### config.mk
export PLATFORM = sky130hd
export DESIGN_NAME = lsec_ctrl
export DESIGN_NICKNAME = d
export VERILOG_FILES = /design/src/logic/lsec_pkg.sv /design/src/logic/lsec_ctrl.sv
export VERILOG_INCLUDE_DIRS = /design/src /design/src/logic
export SDC_FILE = /design/constraint.sdc
export NUM_CORES = 1
export LEC_CHECK = 0
export BUFFER_PORTS_ARGS = -buffer_cell sky130_fd_sc_hd__buf_2
export CORE_MARGIN = 2
export CORE_UTILIZATION = 56
export CTS_BUF_LIST = sky130_fd_sc_hd__clkbuf_8
export DETAILED_ROUTE_END_ITERATION = 12
export PLACE_DENSITY_LB_ADDON = 0.25
export SLEW_MARGIN = 20
export SYNTH_ARGS = -nofsm -noshare
export SYNTH_HDL_FRONTEND = slang
export SYNTH_SLANG_ARGS = --single-unit
### constraint.sdc
create_clock -name mclk -period 5.3 [get_ports mclk]
set_input_delay 1.06 -clock mclk [delete_from_list [all_inputs] [get_ports mclk]]
set_output_delay 1.06 -clock mclk [all_outputs]
set_load 0.01 [all_outputs]
### src/logic/lsec_regs.svh
`ifndef LSEC_REGS_SVH
`define LSEC_REGS_SVH

// register offsets on the serial port's internal register bus
`define LSEC_ADDR_INT 5'h01
`define LSEC_ADDR_PROBE 5'h04
`define LSEC_ADDR_SAMPLE 5'h05
`define LSEC_ADDR_MODE 5'h06
`define LSEC_ADDR_CLKDIV 5'h16

// interrupt_control_flags fields
`define LSEC_INT_EN_LVDS 3
`define LSEC_INT_EN_SYNC 2
`define LSEC_INT_FLAG_LVDS 7
`define LSEC_INT_FLAG_SYNC 6

// probe_delay_settings and sample_delay_and_check fields
`define LSEC_SETUP_HI 7
`define LSEC_SETUP_LO 4
`define LSEC_HOLD_HI 3
`define LSEC_HOLD_LO 0
`define LSEC_SD_HI 7
`define LSEC_SD_LO 4
`define LSEC_CHECK_BIT 0

// mode register fields
`define LSEC_MODE_WATCH 7
`define LSEC_MODE_AUTO 6
`define LSEC_FLT_HI 5
`define LSEC_FLT_LO 2
`define LSEC_THR_HI 1
`define LSEC_THR_LO 0

// controller clock divider: ratio 2*(field + offset)
`define LSEC_DIV_OFFSET 6'h04
`define LSEC_FLT_MAX 4'hC
`define LSEC_FRAC_BITS 12
`define LSEC_STEP_PS 80

// reset values
`define LSEC_RST_BYTE 8'h00
`define LSEC_RST_NIBBLE 4'h0

`endif

### src/logic/lsec_pkg.sv
package lsec_pkg;
	typedef enum logic [2:0] {
		ST_IDLE,
		ST_SETUP,
		ST_HOLD,
		ST_EVAL,
		ST_STOP
	} lsec_state_t;
	typedef logic [3:0] lsec_code_t;
	typedef logic signed [17:0] lsec_avg_t;
endpackage

### src/logic/lsec_ctrl.sv
// How it works
// - controller enable ticks every 2*(predivider+4) conversion clocks
// - manual, surveillance, auto modes; manual delays come only from register writes
// - surveillance repeatedly measures both eye edges and filters the centre
// - surveillance: filtered error above threshold raises flag and stops
// - interrupt register: enables at bits 3,2 and one flag at bit 7; bit 6 reads zero
// - enabled and raised flag drives the interrupt request pin
// - flag clears only after its enable was low for a controller cycle
// - auto mode loads the new optimal delay instead of stopping
// - data bits are latched by the delayed data sample strobe
// - a stopped data clock leaves the last two captured words held
// - check strobe samples the delayed clock copy to locate the window
// - sample delay bits 7:4; setup probe 7:4, hold probe 3:0
// - check strobe starts at sample delay, setup earlier, hold later
// - check result readable at bit 0, one means correct data cycle
// - each delay step is a fixed 80 ps, not a clock fraction
// - bit 7 runs surveillance, bits 7 and 6 together run auto
// - drift is flagged beyond the two-bit threshold in bits 1:0
// - filter adds centre change divided by 2^length, length capped at 12
`timescale 1ns/10ps
`default_nettype none
`include "lsec_regs.svh"

module lsec_ctrl #(
	parameter int DATA_W = 14
) (
	input wire logic mclk,
	input wire logic resetn,
	input wire logic [4:0] reg_addr,
	input wire logic [7:0] reg_wdata,
	input wire logic reg_wr,
	output logic [7:0] reg_rdata,
	input wire logic check_sample,
	input wire logic data_sample_strobe,
	input wire logic [DATA_W-1:0] lvds_data_bits,
	output logic [DATA_W-1:0] dac_word1,
	output logic [DATA_W-1:0] dac_word2,
	output logic [3:0] sample_delay_setting,
	output logic [3:0] setup_probe_delay,
	output logic [3:0] hold_probe_delay,
	output logic ctrl_tick,
	output logic irq_req
);
	import lsec_pkg::*;

	function automatic logic [5:0] div_limit(input lsec_code_t ccd);
		div_limit = 6'((6'(ccd) + `LSEC_DIV_OFFSET) << 1) - 6'h01;
	endfunction

	function automatic lsec_code_t flt_len(input lsec_code_t f);
		flt_len = (f > `LSEC_FLT_MAX) ? `LSEC_FLT_MAX : f;
	endfunction

	////////////////////////////////////////////////////////////////////////
	// controller clock divider
	logic [5:0] div_q, div_d;
	logic ctrl_en;
	lsec_code_t ccd_q;

	always_comb begin
		ctrl_en = (div_q >= div_limit(ccd_q));
		div_d = ctrl_en ? 6'h00 : div_q + 6'h01;
	end

	always_ff @(posedge mclk) begin
		if (!resetn) begin
			div_q <= 6'h00;
		end else begin
			div_q <= div_d;
		end
	end

	assign ctrl_tick = ctrl_en;

	////////////////////////////////////////////////////////////////////////
	// data capture: even and odd words alternate between two holding registers
	logic [DATA_W-1:0] w1_q, w1_d, w2_q, w2_d;
	logic sel_q, sel_d;

	always_comb begin
		w1_d = w1_q;
		w2_d = w2_q;
		sel_d = sel_q;
		if (data_sample_strobe) begin
			if (!sel_q) begin
				w1_d = lvds_data_bits;
			end else begin
				w2_d = lvds_data_bits;
			end
			sel_d = !sel_q;
		end
		// no strobe: both words simply hold, the converter keeps replaying them
	end

	always_ff @(posedge mclk) begin
		if (!resetn) begin
			w1_q <= '0;
			w2_q <= '0;
			sel_q <= 1'b0;
		end else begin
			w1_q <= w1_d;
			w2_q <= w2_d;
			sel_q <= sel_d;
		end
	end

	assign dac_word1 = w1_q;
	assign dac_word2 = w2_q;

	////////////////////////////////////////////////////////////////////////
	// registers and eye controller
	logic [7:0] probe_q, probe_d, mode_q, mode_d, mode_s_q, mode_s_d;
	lsec_code_t sd_q, sd_d, ccd_d, cnt_q, cnt_d, msd_q, msd_d;
	lsec_code_t o_sd_q, o_sd_d, o_su_q, o_su_d, o_ho_q, o_ho_d;
	logic en3_q, en3_d, en2_q, en2_d, en3_s_q, en3_s_d, flag_q, flag_d;
	logic check_q, check_d;
	lsec_state_t st_q, st_d;
	lsec_avg_t avg_q, avg_d;
	lsec_avg_t meas, delta;
	logic signed [5:0] err;
	logic signed [5:0] sd_sum;
	logic [5:0] err_abs;
	logic trip, watch, auto_on;

	always_comb begin
		probe_d = probe_q;
		mode_d = mode_q;
		sd_d = sd_q;
		ccd_d = ccd_q;
		en3_d = en3_q;
		en2_d = en2_q;
		mode_s_d = mode_s_q;
		en3_s_d = en3_s_q;
		flag_d = flag_q;
		check_d = check_q;
		st_d = st_q;
		cnt_d = cnt_q;
		msd_d = msd_q;
		avg_d = avg_q;
		watch = mode_s_q[`LSEC_MODE_WATCH];
		auto_on = watch && mode_s_q[`LSEC_MODE_AUTO];
		meas = lsec_avg_t'($signed({2'b00, cnt_q}) - $signed({2'b00, msd_q})) <<< `LSEC_FRAC_BITS;
		delta = meas - avg_q;
		// centre in whole steps is avg/2 with the fraction dropped
		err = 6'(avg_q >>> (`LSEC_FRAC_BITS + 1));
		err_abs = err[5] ? 6'(-err) : err;
		trip = err_abs > {4'h0, mode_s_q[`LSEC_THR_HI:`LSEC_THR_LO]};
		sd_sum = $signed({2'b00, sd_q}) + err;
		if (reg_wr) begin
			unique case (reg_addr)
				`LSEC_ADDR_INT: begin
					en3_d = reg_wdata[`LSEC_INT_EN_LVDS];
					en2_d = reg_wdata[`LSEC_INT_EN_SYNC];
				end
				`LSEC_ADDR_PROBE: probe_d = reg_wdata;
				`LSEC_ADDR_SAMPLE: sd_d = reg_wdata[`LSEC_SD_HI:`LSEC_SD_LO];
				`LSEC_ADDR_MODE: mode_d = reg_wdata;
				`LSEC_ADDR_CLKDIV: ccd_d = reg_wdata[3:0];
				default: ;
			endcase
		end
		if (ctrl_en) begin
			// fields are re-sampled only at the tick so a half-written
			// setting never steers a measurement step
			mode_s_d = mode_q;
			en3_s_d = en3_q;
			check_d = check_sample;
			if (!en3_s_q) begin
				flag_d = 1'b0;
			end
			unique case (st_q)
				ST_IDLE: begin
					cnt_d = 4'h0;
					if (watch) begin
						st_d = ST_SETUP;
					end
				end
				ST_SETUP: begin
					// decide on the live check result: the probe code has stood for a
					// whole tick, while check_q may still hold the other sweep's probe
					if (!check_sample || cnt_q == 4'hF) begin
						msd_d = cnt_q;
						cnt_d = 4'h0;
						st_d = ST_HOLD;
					end else begin
						cnt_d = cnt_q + 4'h1;
					end
				end
				ST_HOLD: begin
					if (!check_sample || cnt_q == 4'hF) begin
						avg_d = avg_q + (delta >>> flt_len(mode_s_q[`LSEC_FLT_HI:`LSEC_FLT_LO]));
						st_d = ST_EVAL;
					end else begin
						cnt_d = cnt_q + 4'h1;
					end
				end
				ST_EVAL: begin
					st_d = ST_IDLE;
					if (trip) begin
						if (auto_on) begin
							if (!(reg_wr && reg_addr == `LSEC_ADDR_SAMPLE)) begin
								sd_d = sd_sum[5] ? 4'h0 : (sd_sum > 6'sd15 ? 4'hF : sd_sum[3:0]);
							end
							avg_d = '0;
						end else begin
							flag_d = 1'b1;
							st_d = ST_STOP;
						end
					end
				end
				ST_STOP: begin
					if (!watch) begin
						st_d = ST_IDLE;
						avg_d = '0;
					end
				end
			endcase
			if (!watch && st_q != ST_STOP) begin
				st_d = ST_IDLE;
				avg_d = '0;
			end
		end
		o_sd_d = sd_q;
		if (!watch || st_q == ST_IDLE || st_q == ST_STOP) begin
			o_su_d = probe_q[`LSEC_SETUP_HI:`LSEC_SETUP_LO];
			o_ho_d = probe_q[`LSEC_HOLD_HI:`LSEC_HOLD_LO];
		end else begin
			// one probe swept while the other sits at zero
			o_su_d = (st_q == ST_SETUP) ? cnt_q : 4'h0;
			o_ho_d = (st_q == ST_HOLD) ? cnt_q : 4'h0;
		end
	end

	always_ff @(posedge mclk) begin
		if (!resetn) begin
			probe_q <= `LSEC_RST_BYTE;
			mode_q <= `LSEC_RST_BYTE;
			mode_s_q <= `LSEC_RST_BYTE;
			sd_q <= `LSEC_RST_NIBBLE;
			ccd_q <= `LSEC_RST_NIBBLE;
			en3_q <= 1'b0;
			en2_q <= 1'b0;
			en3_s_q <= 1'b0;
			flag_q <= 1'b0;
			check_q <= 1'b0;
			st_q <= ST_IDLE;
			cnt_q <= 4'h0;
			msd_q <= 4'h0;
			avg_q <= '0;
			o_sd_q <= 4'h0;
			o_su_q <= 4'h0;
			o_ho_q <= 4'h0;
		end else begin
			probe_q <= probe_d;
			mode_q <= mode_d;
			mode_s_q <= mode_s_d;
			sd_q <= sd_d;
			ccd_q <= ccd_d;
			en3_q <= en3_d;
			en2_q <= en2_d;
			en3_s_q <= en3_s_d;
			flag_q <= flag_d;
			check_q <= check_d;
			st_q <= st_d;
			cnt_q <= cnt_d;
			msd_q <= msd_d;
			avg_q <= avg_d;
			o_sd_q <= o_sd_d;
			o_su_q <= o_su_d;
			o_ho_q <= o_ho_d;
		end
	end

	// delay codes go to the analog delay lines in fixed 80 ps steps
	assign sample_delay_setting = o_sd_q;
	assign setup_probe_delay = o_su_q;
	assign hold_probe_delay = o_ho_q;
	assign irq_req = flag_q && en3_q;

	always_comb begin
		unique case (reg_addr)
			`LSEC_ADDR_INT: reg_rdata = {flag_q, 3'b000, en3_q, en2_q, 2'b00};
			`LSEC_ADDR_PROBE: reg_rdata = probe_q;
			`LSEC_ADDR_SAMPLE: reg_rdata = {sd_q, 3'b000, check_q};
			`LSEC_ADDR_MODE: reg_rdata = mode_q;
			`LSEC_ADDR_CLKDIV: reg_rdata = {4'h0, ccd_q};
			default: reg_rdata = 8'h00;
		endcase
	end
endmodule // lsec_ctrl
`default_nettype wire

# --- Word level (Yosys, flattened, before mapping) ---
# Index checks and enable logic that the tools add are counted.
totals:
  regBits: 113
  latchBits: 0
  ram_bits: 0
  mem_bits_ro: 0
  output_inout_bits: 50
  wordCells: 116
  n_memories: 0
classes:
  addsub: 9
  n_mul: 0
  div_mod_pow: 0
  magnitude_cmp: 4
  eq_ne: 18
  n_shift: 1
  n_mux: 37
  bitwise_logic: 2
  n_reduce_logical: 24
ops:
  columns: ["op", "count"]
  rows:
  - ["$mux W18", 5]
  - ["$mux W4", 16]
  - ["$pmux W18 S3", 1]
  - ["$pmux W8 S5", 1]
  - ["$mux W3", 7]
  - ["$ne A3 B3 Y1 const B", 7]
  - ["$add A18 B18 Y18", 1]
  - ["$sshr A18 B4 Y18", 1]
  - ["$sub A17 B18 Y18", 1]
  - ["$eq A5 B3 Y1 const B", 3]
  - ["$pmux W3 S5", 1]
  - ["$pmux W4 S3", 1]
  - ["$reduce_and A2 Y1", 6]
  - ["$add A5 B5 Y6", 1]
  - ["$add A6 B1 Y6 const B", 1]
  - ["$eq A3 B2 Y1 const B", 2]
  - ["$ge A6 B6 Y1", 1]
  - ["$gt A6 B2 Y1", 1]
  - ["$gt A6 B5 Y1 const B", 1]
  - ["$mux W6", 1]
  - ["$neg A5 Y6", 1]
  - ["$reduce_and A3 Y1", 2]
  - ["$reduce_and A6 Y1", 1]
  - ["$sub A6 B1 Y6 const B", 1]
  - ["20 further kinds", 31]

# --- Logic depth before layout (Yosys ltp) ---
# Gate-level depths: netlist (run 1).
logic_depth:
  word_depth: 9
  depth_mapped: 23
  depth_no_buf: 23

# --- Least setup slack after synthesis (run 1) ---
# No wires, ideal clock.
synth_timing:
  kind: "flip-flop to flip-flop"
  start: "reg cnt_q[0]"
  end: "reg avg_q[14]"
  t_arrival_ns: 4.785
  required_ns: 5.183
  path_slack_ns: 0.398
  path_stages_with_launch: 20
  period_less_slack_ns: 4.902
  cell_sequence: "dfxtp_1 inv_1 ha_1 inv_1 fa_1 ha_1 a21o_1 a21oi_1 a211o_1 nand3_1 mux2_2 mux4_2 ha_1 o21a_1 o31a_1 o2111ai_1 o211ai_1 a31o_2 a211o_1 a32o_1"
synth_via:
  elab_chain_cells: 7
  elab_cells_between_ends: 11
synth_rtl:
  columns: ["item", "line_no", "text"]
  rows:
  - ["start, declared", "lsec_ctrl.sv:113", "lsec_code_t sd_q, sd_d, ccd_d, cnt_q, cnt_d, msd_q, msd_d;"]
  - ["start signal, assigned", "lsec_ctrl.sv:265", "cnt_q <= cnt_d;"]
  - ["$sub A4 B4 Y5", "lsec_ctrl.sv:142", "meas = lsec_avg_t'($signed({2'b00, cnt_q}) - $signed({2'b00, msd_q})) <<< `LSEC_FRAC_BITS;"]
  - ["$sub A17 B18 Y18", "lsec_ctrl.sv:143", "delta = meas - avg_q;"]
  - ["$sshr A18 B4 Y18", "lsec_ctrl.sv:191", "avg_d = avg_q + (delta >>> flt_len(mode_s_q[`LSEC_FLT_HI:`LSEC_FLT_LO]));"]
  - ["$add A18 B18 Y18", "lsec_ctrl.sv:191", null]
  - ["$mux W18", "lsec_ctrl.sv:190", "if (!check_sample || cnt_q == 4'hF) begin"]
  - ["$pmux W18 S3", "lsec_ctrl.sv:171", "unique case (st_q)"]
  - ["$mux W18", "lsec_ctrl.sv:218", "if (!watch && st_q != ST_STOP) begin"]
  - ["end signal, assigned", "lsec_ctrl.sv:267", "avg_q <= avg_d;"]
  - ["end, declared", "lsec_ctrl.sv:118", "lsec_avg_t avg_q, avg_d;"]
# Parallel ways exist; a longest one is shown, timed or not. The select of a mux whose other input is x is not followed.
# A chain may end at the register's enable or synchronous reset.

# --- Worst setup path in the final report (run 1) ---
# Ends and elaborated chain as after synthesis.

==> results of run 1 <==
-- cell type report --
class / instances / area, sq um / area share, %
clock buffer: 19 / 262 / 3.07
inverter: 45 / 169 / 1.98
clock inverter: 13 / 176 / 2.07
multi-input combinational: 745 / 4860 / 57.1
sequential: 113 / 2260 / 26.5
timing repair buffer: 103 / 571 / 6.69
tap: 176 / 220 / 2.58
-- synthesized netlist by cell type, types with 4 or more instances --
cell type  instances
a2111oi_0          4
a211o_1            4
a211oi_1          13
a21o_1            12
a21oi_1           91
a22oi_1           14
a31oi_1            8
a32oi_1            4
and2_1            11
and3_1             4
buf_4              5
buf_6              8
clkbuf_1          38
dfxtp_1          113
ha_1              43
inv_1             43
mux2_2             8
mux2i_1           42
nand2_1          135
nand2b_1           7
nand3_1           33
nand4_1            9
nor2_1            90
nor2b_1            6
nor3_1            29
nor4_1             5
o211ai_1          16
o21a_1             5
o21ai_0           36
o22ai_1            5
o31ai_1            4
or3_1              6
xnor2_1           15
xor2_1            13
-- worst paths after layout --
check,start,endpoint,slack [ns],cells past startpoint
setup reg to reg,cnt_q[0]$_SDFFE_PN0P_,avg_q[14]$_SDFFE_PN0P_,0.21,19
hold / removal,dac_word1[12]$_SDFFE_PN0P_,dac_word1[12]$_SDFFE_PN0P_,0.45,2
setup / recovery,cnt_q[0]$_SDFFE_PN0P_,avg_q[14]$_SDFFE_PN0P_,0.21,19
hold reg to reg,dac_word1[12]$_SDFFE_PN0P_,dac_word1[12]$_SDFFE_PN0P_,0.45,2
-- metal layers --
| metal | part of all wire (%) | global-route usage, % |
|---|---|---|
| met2 | 48 | 45.7 |
| met1 | 44 | 37.4 |
| met3 | 6.0 | 4.76 |
| met5 | 0 | 0 |
| met4 | 2.0 | 9.81 |
-- what timing repair did --
| item | 4_1_cts | 5_1_grt |
|---|---|---|
| setup endpoints to repair | 0 | 4 |
| buffers inserted | 0 | 2 |
| resized for setup | 0 | 6 |
| hold buffers | 0 | 0 |
-- per-stage QoR --
| stage | TNS (ns) | power (W) | cell area (sq um) |
|---|---|---|---|
| after global placement | 0 | 0.00100 | 8040 |
| after global routing | -0.0165 | 0.00195 | 8520 |
| final | 0 | 0.00188 | 8520 |
| after detailed placement | 0 | 0.00100 | 8040 |
| after CTS | 0 | 0.00190 | 8480 |
| after floorplan | 0 | 0.000959 | 7560 |
-- flip-flops by register name, summed over array words and instances (netlist names), 6 cells and up --
register,flops
mode_s_q,8
dac_word1,14
dac_word2,14
avg_q,18
mode_q,8
div_q,6
probe_q,8
-- worst max-delay path, delay by kind of cell, from the launching register on --
family	cells	cell delay (ns)
buffers and inverters	2	0.14
flip-flops	1	0.34
XOR/XNOR	1	0.12
AO/OA/AOI/OAI	9	2.03
multiplexers	3	1.08
adder cells (fa/ha/maj)	4	1.27
-- cell families after synthesis --
kind of cell | synth area share (%)
buffers and inverters | 6.17
and+or+nand+nor | 22.6
AOI/OAI and AO/OA | 22.1
DFF | 29.9
xor gates and xnor gates | 3.54
adders and majority gates | 8.04
muxes | 7.64
-- power by group --
group / switching [W] / total [W] / internal, W
Clock: 0.000400 / 0.000898 / 0.000498
Combinational: 0.0000717 / 0.000112 / 0.0000405
Sequential: 0.00000967 / 0.000874 / 0.000864
Total: 0.000481 / 0.00188 / 0.00140
==> flow_metrics.tcl, run 1 <==
set metrics [dict create \
    status "complete, no violations" \
    slew_headroom_pct 37.6 \
    drtAntennaViolNets 0 \
    dieWidth_um 120 \
    final_cells 1214 \
    synthFlopType "dfxtp_1" \
    synth_cell_types 85 \
    syn_area_sq_um 7560 \
    cpMaxStageDelayCell "mux4_2" \
    drc_errors 0 \
    crit_path_start_kind "register" \
    first_pass_iters 7 \
    hold_violations 0 \
    die_h_um 120 \
    critPathMaxStageDelay_ns 0.47 \
    max-cap-violations 0 \
    cts_num_sinks 113 \
    fin_ws_ns 0.214 \
    drtIter0Drc 546 \
    place_ws_ns 0.166 \
    synth_top_cell_area_share_pct 29.9 \
    post-route-period-util_pct 96.0 \
    hpwl_um 14200 \
    path_clk_slew_ns 0.08 \
    drive_gt1_share_pct 16.9 \
    syn-num-nets 1037 \
    coreArea_sq_um 13200 \
    async_flop_share_pct 0 \
    grt_pass1_vias 6567 \
    numCtsBuffers 17 \
    end_kind "register" \
    nFillCells 1200 \
    avgSynthCellArea_sq_um 7.89 \
    grt_first_pass_wirelength_um 32600 \
    arrival_ns 5.42 \
    hold_class "reg2reg" \
    finalWirelength_um 19800 \
    antenna_found_initial 0 \
    ys_ff_latch 113 \
    skew_ns 0.0141 \
    rows 42 \
    placedCellCount 1180 \
    layout_common_cells "nand2_1 (135), dfxtp_1 (113), nor2_1 (90), a21oi_1 (90), buf_2 (81)" \
    utilization_pct 64.4 \
    h-tree-depth 4 \
    io_pins 82 \
    worst_pin_slew_ns 0.934 \
    p_per_area_nw_per_um2 221 \
    syn_to_final_growth_pct 12.7 \
    grt.total_usage_pct 27.9 \
    leakage_nw 3.59 \
    holdWs_ns 0.451 \
    dieArea_sq_um 14500 \
    cts_tree "done" \
    synth_cells 959 \
    avgViaCountPerCell 5.93 \
    critical_path_class "reg2reg" \
    grt_max_degree 88 \
    critical_path.cell_chain "inv_1 -> ha_1 -> inv_1 -> fa_1 -> ha_1 -> a21o_1 -> a41oi_2 -> xnor2_1 -> mux2_2 -> mux2_2 -> mux4_2 -> ha_2 -> o21a_1 -> o31a_1 -> o2111ai_1 -> o211ai_1 -> a31o_2 -> a211o_1 -> a32o_1" \
    layout_commonest_cell "nand2_1" \
    fin_crit_ns 5.09 \
    slew_viol_final 0 \
    yosysSeqAreaShare_pct 29.9 \
    yosysWarnings 0 \
    grt_overflow_total 0 \
    vias 7197 \
    synth_top_cells_by_area "dfxtp_1 (30%), ha_1 (7.1%), nand2_1 (6.7%)" \
    ir_drop_v 0.000208 \
    clock_path_buffers 2 \
    start_util_pct 57.1 \
    yosys.area.top_type "dfxtp_1" \
    synth_edf_count 0 \
    gp_congestion 0.988 \
    crit_fanout 5 \
    cp.required_ns 5.63 \
    io_buffers 81 \
    root_buffer "clkbuf_8" \
    setup_violations 0 \
    antenna_cells 0 \
    fmax_mhz 197 \
    wl_per_cell_um 16.3 \
    layout.nets 1103 \
    clk_latency_ns 0.45 \
]
No activity file was read; power rests on OpenSTA's default activity.
==> inputs of run 2 (changes only) <==
--- a/config.mk
+++ b/config.mk
@@ -7,8 +7,8 @@
 export NUM_CORES = 1
 export LEC_CHECK = 0
 export BUFFER_PORTS_ARGS = -buffer_cell sky130_fd_sc_hd__buf_2
-export CORE_MARGIN = 2
-export CORE_UTILIZATION = 56
+export CORE_MARGIN = 4
+export CORE_UTILIZATION = 60
 export CTS_BUF_LIST = sky130_fd_sc_hd__clkbuf_8
 export DETAILED_ROUTE_END_ITERATION = 12
 export PLACE_DENSITY_LB_ADDON = 0.25
==> constraint.sdc (replaced) <==
create_clock -name mclk -period 6 [get_ports mclk]
set_input_delay 1.2 -clock mclk [delete_from_list [all_inputs] [get_ports mclk]]
set_output_delay 1.2 -clock mclk [all_outputs]
set_load 0.01 [all_outputs]
==> flow_metrics.tcl, run 2 (synthesis gave the netlist of run 1 again) <==
set metrics [dict create \
    status "complete, no violations" \
    critical_path_class "reg2reg" \
    drtIter0Drc 673 \
    end_kind "register" \
    crit_path_start_kind "register" \
    grt_first_pass_wirelength_um 33200 \
    arrival_ns 5.84 \
    largest-register "avg_q" \
    hold_class "reg2reg" \
    grt_pass1_vias 6773 \
    wl_per_cell_um 16.8 \
    cts_num_sinks 113 \
    syn_to_final_growth_pct 10.3 \
    antenna_cells 0 \
    ir_drop_v 0.000212 \
    worst_pin_slew_ns 1.01 \
    root_buffer "clkbuf_8" \
    numCtsBuffers 17 \
    layout_commonest_cell "nand2_1" \
    postCtsSetupRepairBufs 0 \
    dieWidth_um 120 \
    setup_violations 0 \
    post-route-period-util_pct 92.1 \
    skew_ns 0.00878 \
    io_pins 82 \
    p_per_area_nw_per_um2 191 \
    layout.nets 1089 \
    grt_max_degree 99 \
    fin_crit_ns 5.52 \
    drive_gt1_share_pct 15.0 \
    post_cts_resized 0 \
    leakage_nw 3.50 \
    grt.total_usage_pct 27.9 \
    hpwl_um 14700 \
    fmax_mhz 181 \
    crit_fanout 7 \
    cts_tree "done" \
    layout_common_cells "nand2_1 (135), dfxtp_1 (113), a21oi_1 (91)" \
    gp_congestion 0.921 \
    die_h_um 120 \
    path_clk_slew_ns 0.06 \
    largest_register_ffs 18 \
    nFillCells 1058 \
    holdWs_ns 0.453 \
    utilization_pct 68.6 \
    cp.required_ns 6.31 \
    rows 40 \
    multi_input_area_sq_um 4840 \
    drtAntennaViolNets 0 \
    seq_area_sq_um 2260 \
    antenna_found_initial 0 \
    start_util_pct 62.2 \
    clock_path_buffers 2 \
    h-tree-depth 4 \
    vias 7297 \
    avgViaCountPerCell 6.13 \
    io_buffers 81 \
    clk_latency_ns 0.43 \
    coreArea_sq_um 12200 \
    first_pass_iters 5 \
    dieArea_sq_um 14500 \
    hold_violations 0 \
    max-cap-violations 0 \
    finalWirelength_um 20000 \
    grt_overflow_total 0 \
    slew_headroom_pct 32.9 \
    grt_setup_unrepaired "false" \
    drc_errors 0 \
    finalSetupTns_ns 0 \
    cts_hold_buf 0 \
    slew_viol_final 0 \
]
[run 2: changes by cell type in the layout (fill, tap and decap cells not counted), sizes merged]
cell,delta
inv,-2
buf,-14
[run 2: power breakdown]
part,internal (W),total (W),switching (W)
clock,0.000424,0.000728,0.000304
sequential,0.000764,0.000773,0.00000913
combinational,0.0000343,0.0000964,0.0000621
total,0.00122,0.00160,0.000375
[run 2: worst paths after layout]
kind / from / endpoint / slack (ns) / cells after the start
worst max-delay path: cnt_q[0]$_SDFFE_PN0P_ / avg_q[14]$_SDFFE_PN0P_ / 0.48 / 19
worst min-delay path: dac_word2[2]$_SDFFE_PN0P_ / dac_word2[2]$_SDFFE_PN0P_ / 0.45 / 2
worst max register to register: cnt_q[0]$_SDFFE_PN0P_ / avg_q[14]$_SDFFE_PN0P_ / 0.48 / 19
worst min register to register: dac_word2[2]$_SDFFE_PN0P_ / dac_word2[2]$_SDFFE_PN0P_ / 0.45 / 2
[run 2: critical path, cell delays in order (launching register included)]
cell       delay [ns]
dfxtp_1          0.44
inv_1            0.09
ha_1             0.20
inv_1            0.08
fa_1             0.41
ha_1             0.34
a21o_1           0.19
a21oi_1          0.38
a211o_1          0.22
nand3_1          0.14
mux2_2           0.37
mux4_2           0.48
ha_1             0.36
o21a_1           0.19
o31a_1           0.15
o2111ai_1        0.33
o211ai_1         0.19
a31o_2           0.28
a211o_1          0.29
a32o_1           0.26
[run 2: metal layers]
layer / GRT usage [%] / routed length (um) / vias up
li1: - / - / 3554
met1: 37.1 / 8730 / 3348
met2: 44.4 / 9230 / 336
met3: 4.86 / 1460 / 59
met4: 12.4 / 578 / 0
met5: 0 / 0 / -
[run 2: cell type report]
class / instances / area share [%]
Timing Repair Buffer: 89 / 5.58
Sequential cell: 113 / 27.1
Inverter: 45 / 2.02
Clock buffer: 19 / 3.13
Clock inverter: 11 / 1.68
Multi-Input combinational cell: 745 / 58.0
Tap cell: 168 / 2.52
[run 2: per-stage QoR]
step | cells | instance area (sq um) | total power, W | worst slack [ns]
6_report | 1190 | 8350 | 0.00160 | 0.475
5_1_grt | 1190 | 8350 | 0.00165 | 0.109
4_1_cts | 1190 | 8340 | 0.00161 | 0.530
3_5_place_dp | 1160 | 7940 | 0.000885 | 0.538
3_3_place_gp | 1160 | 7940 | 0.000883 | 0.643
2_1_floorplan | 959 | 7560 | 0.000847 | 1.10
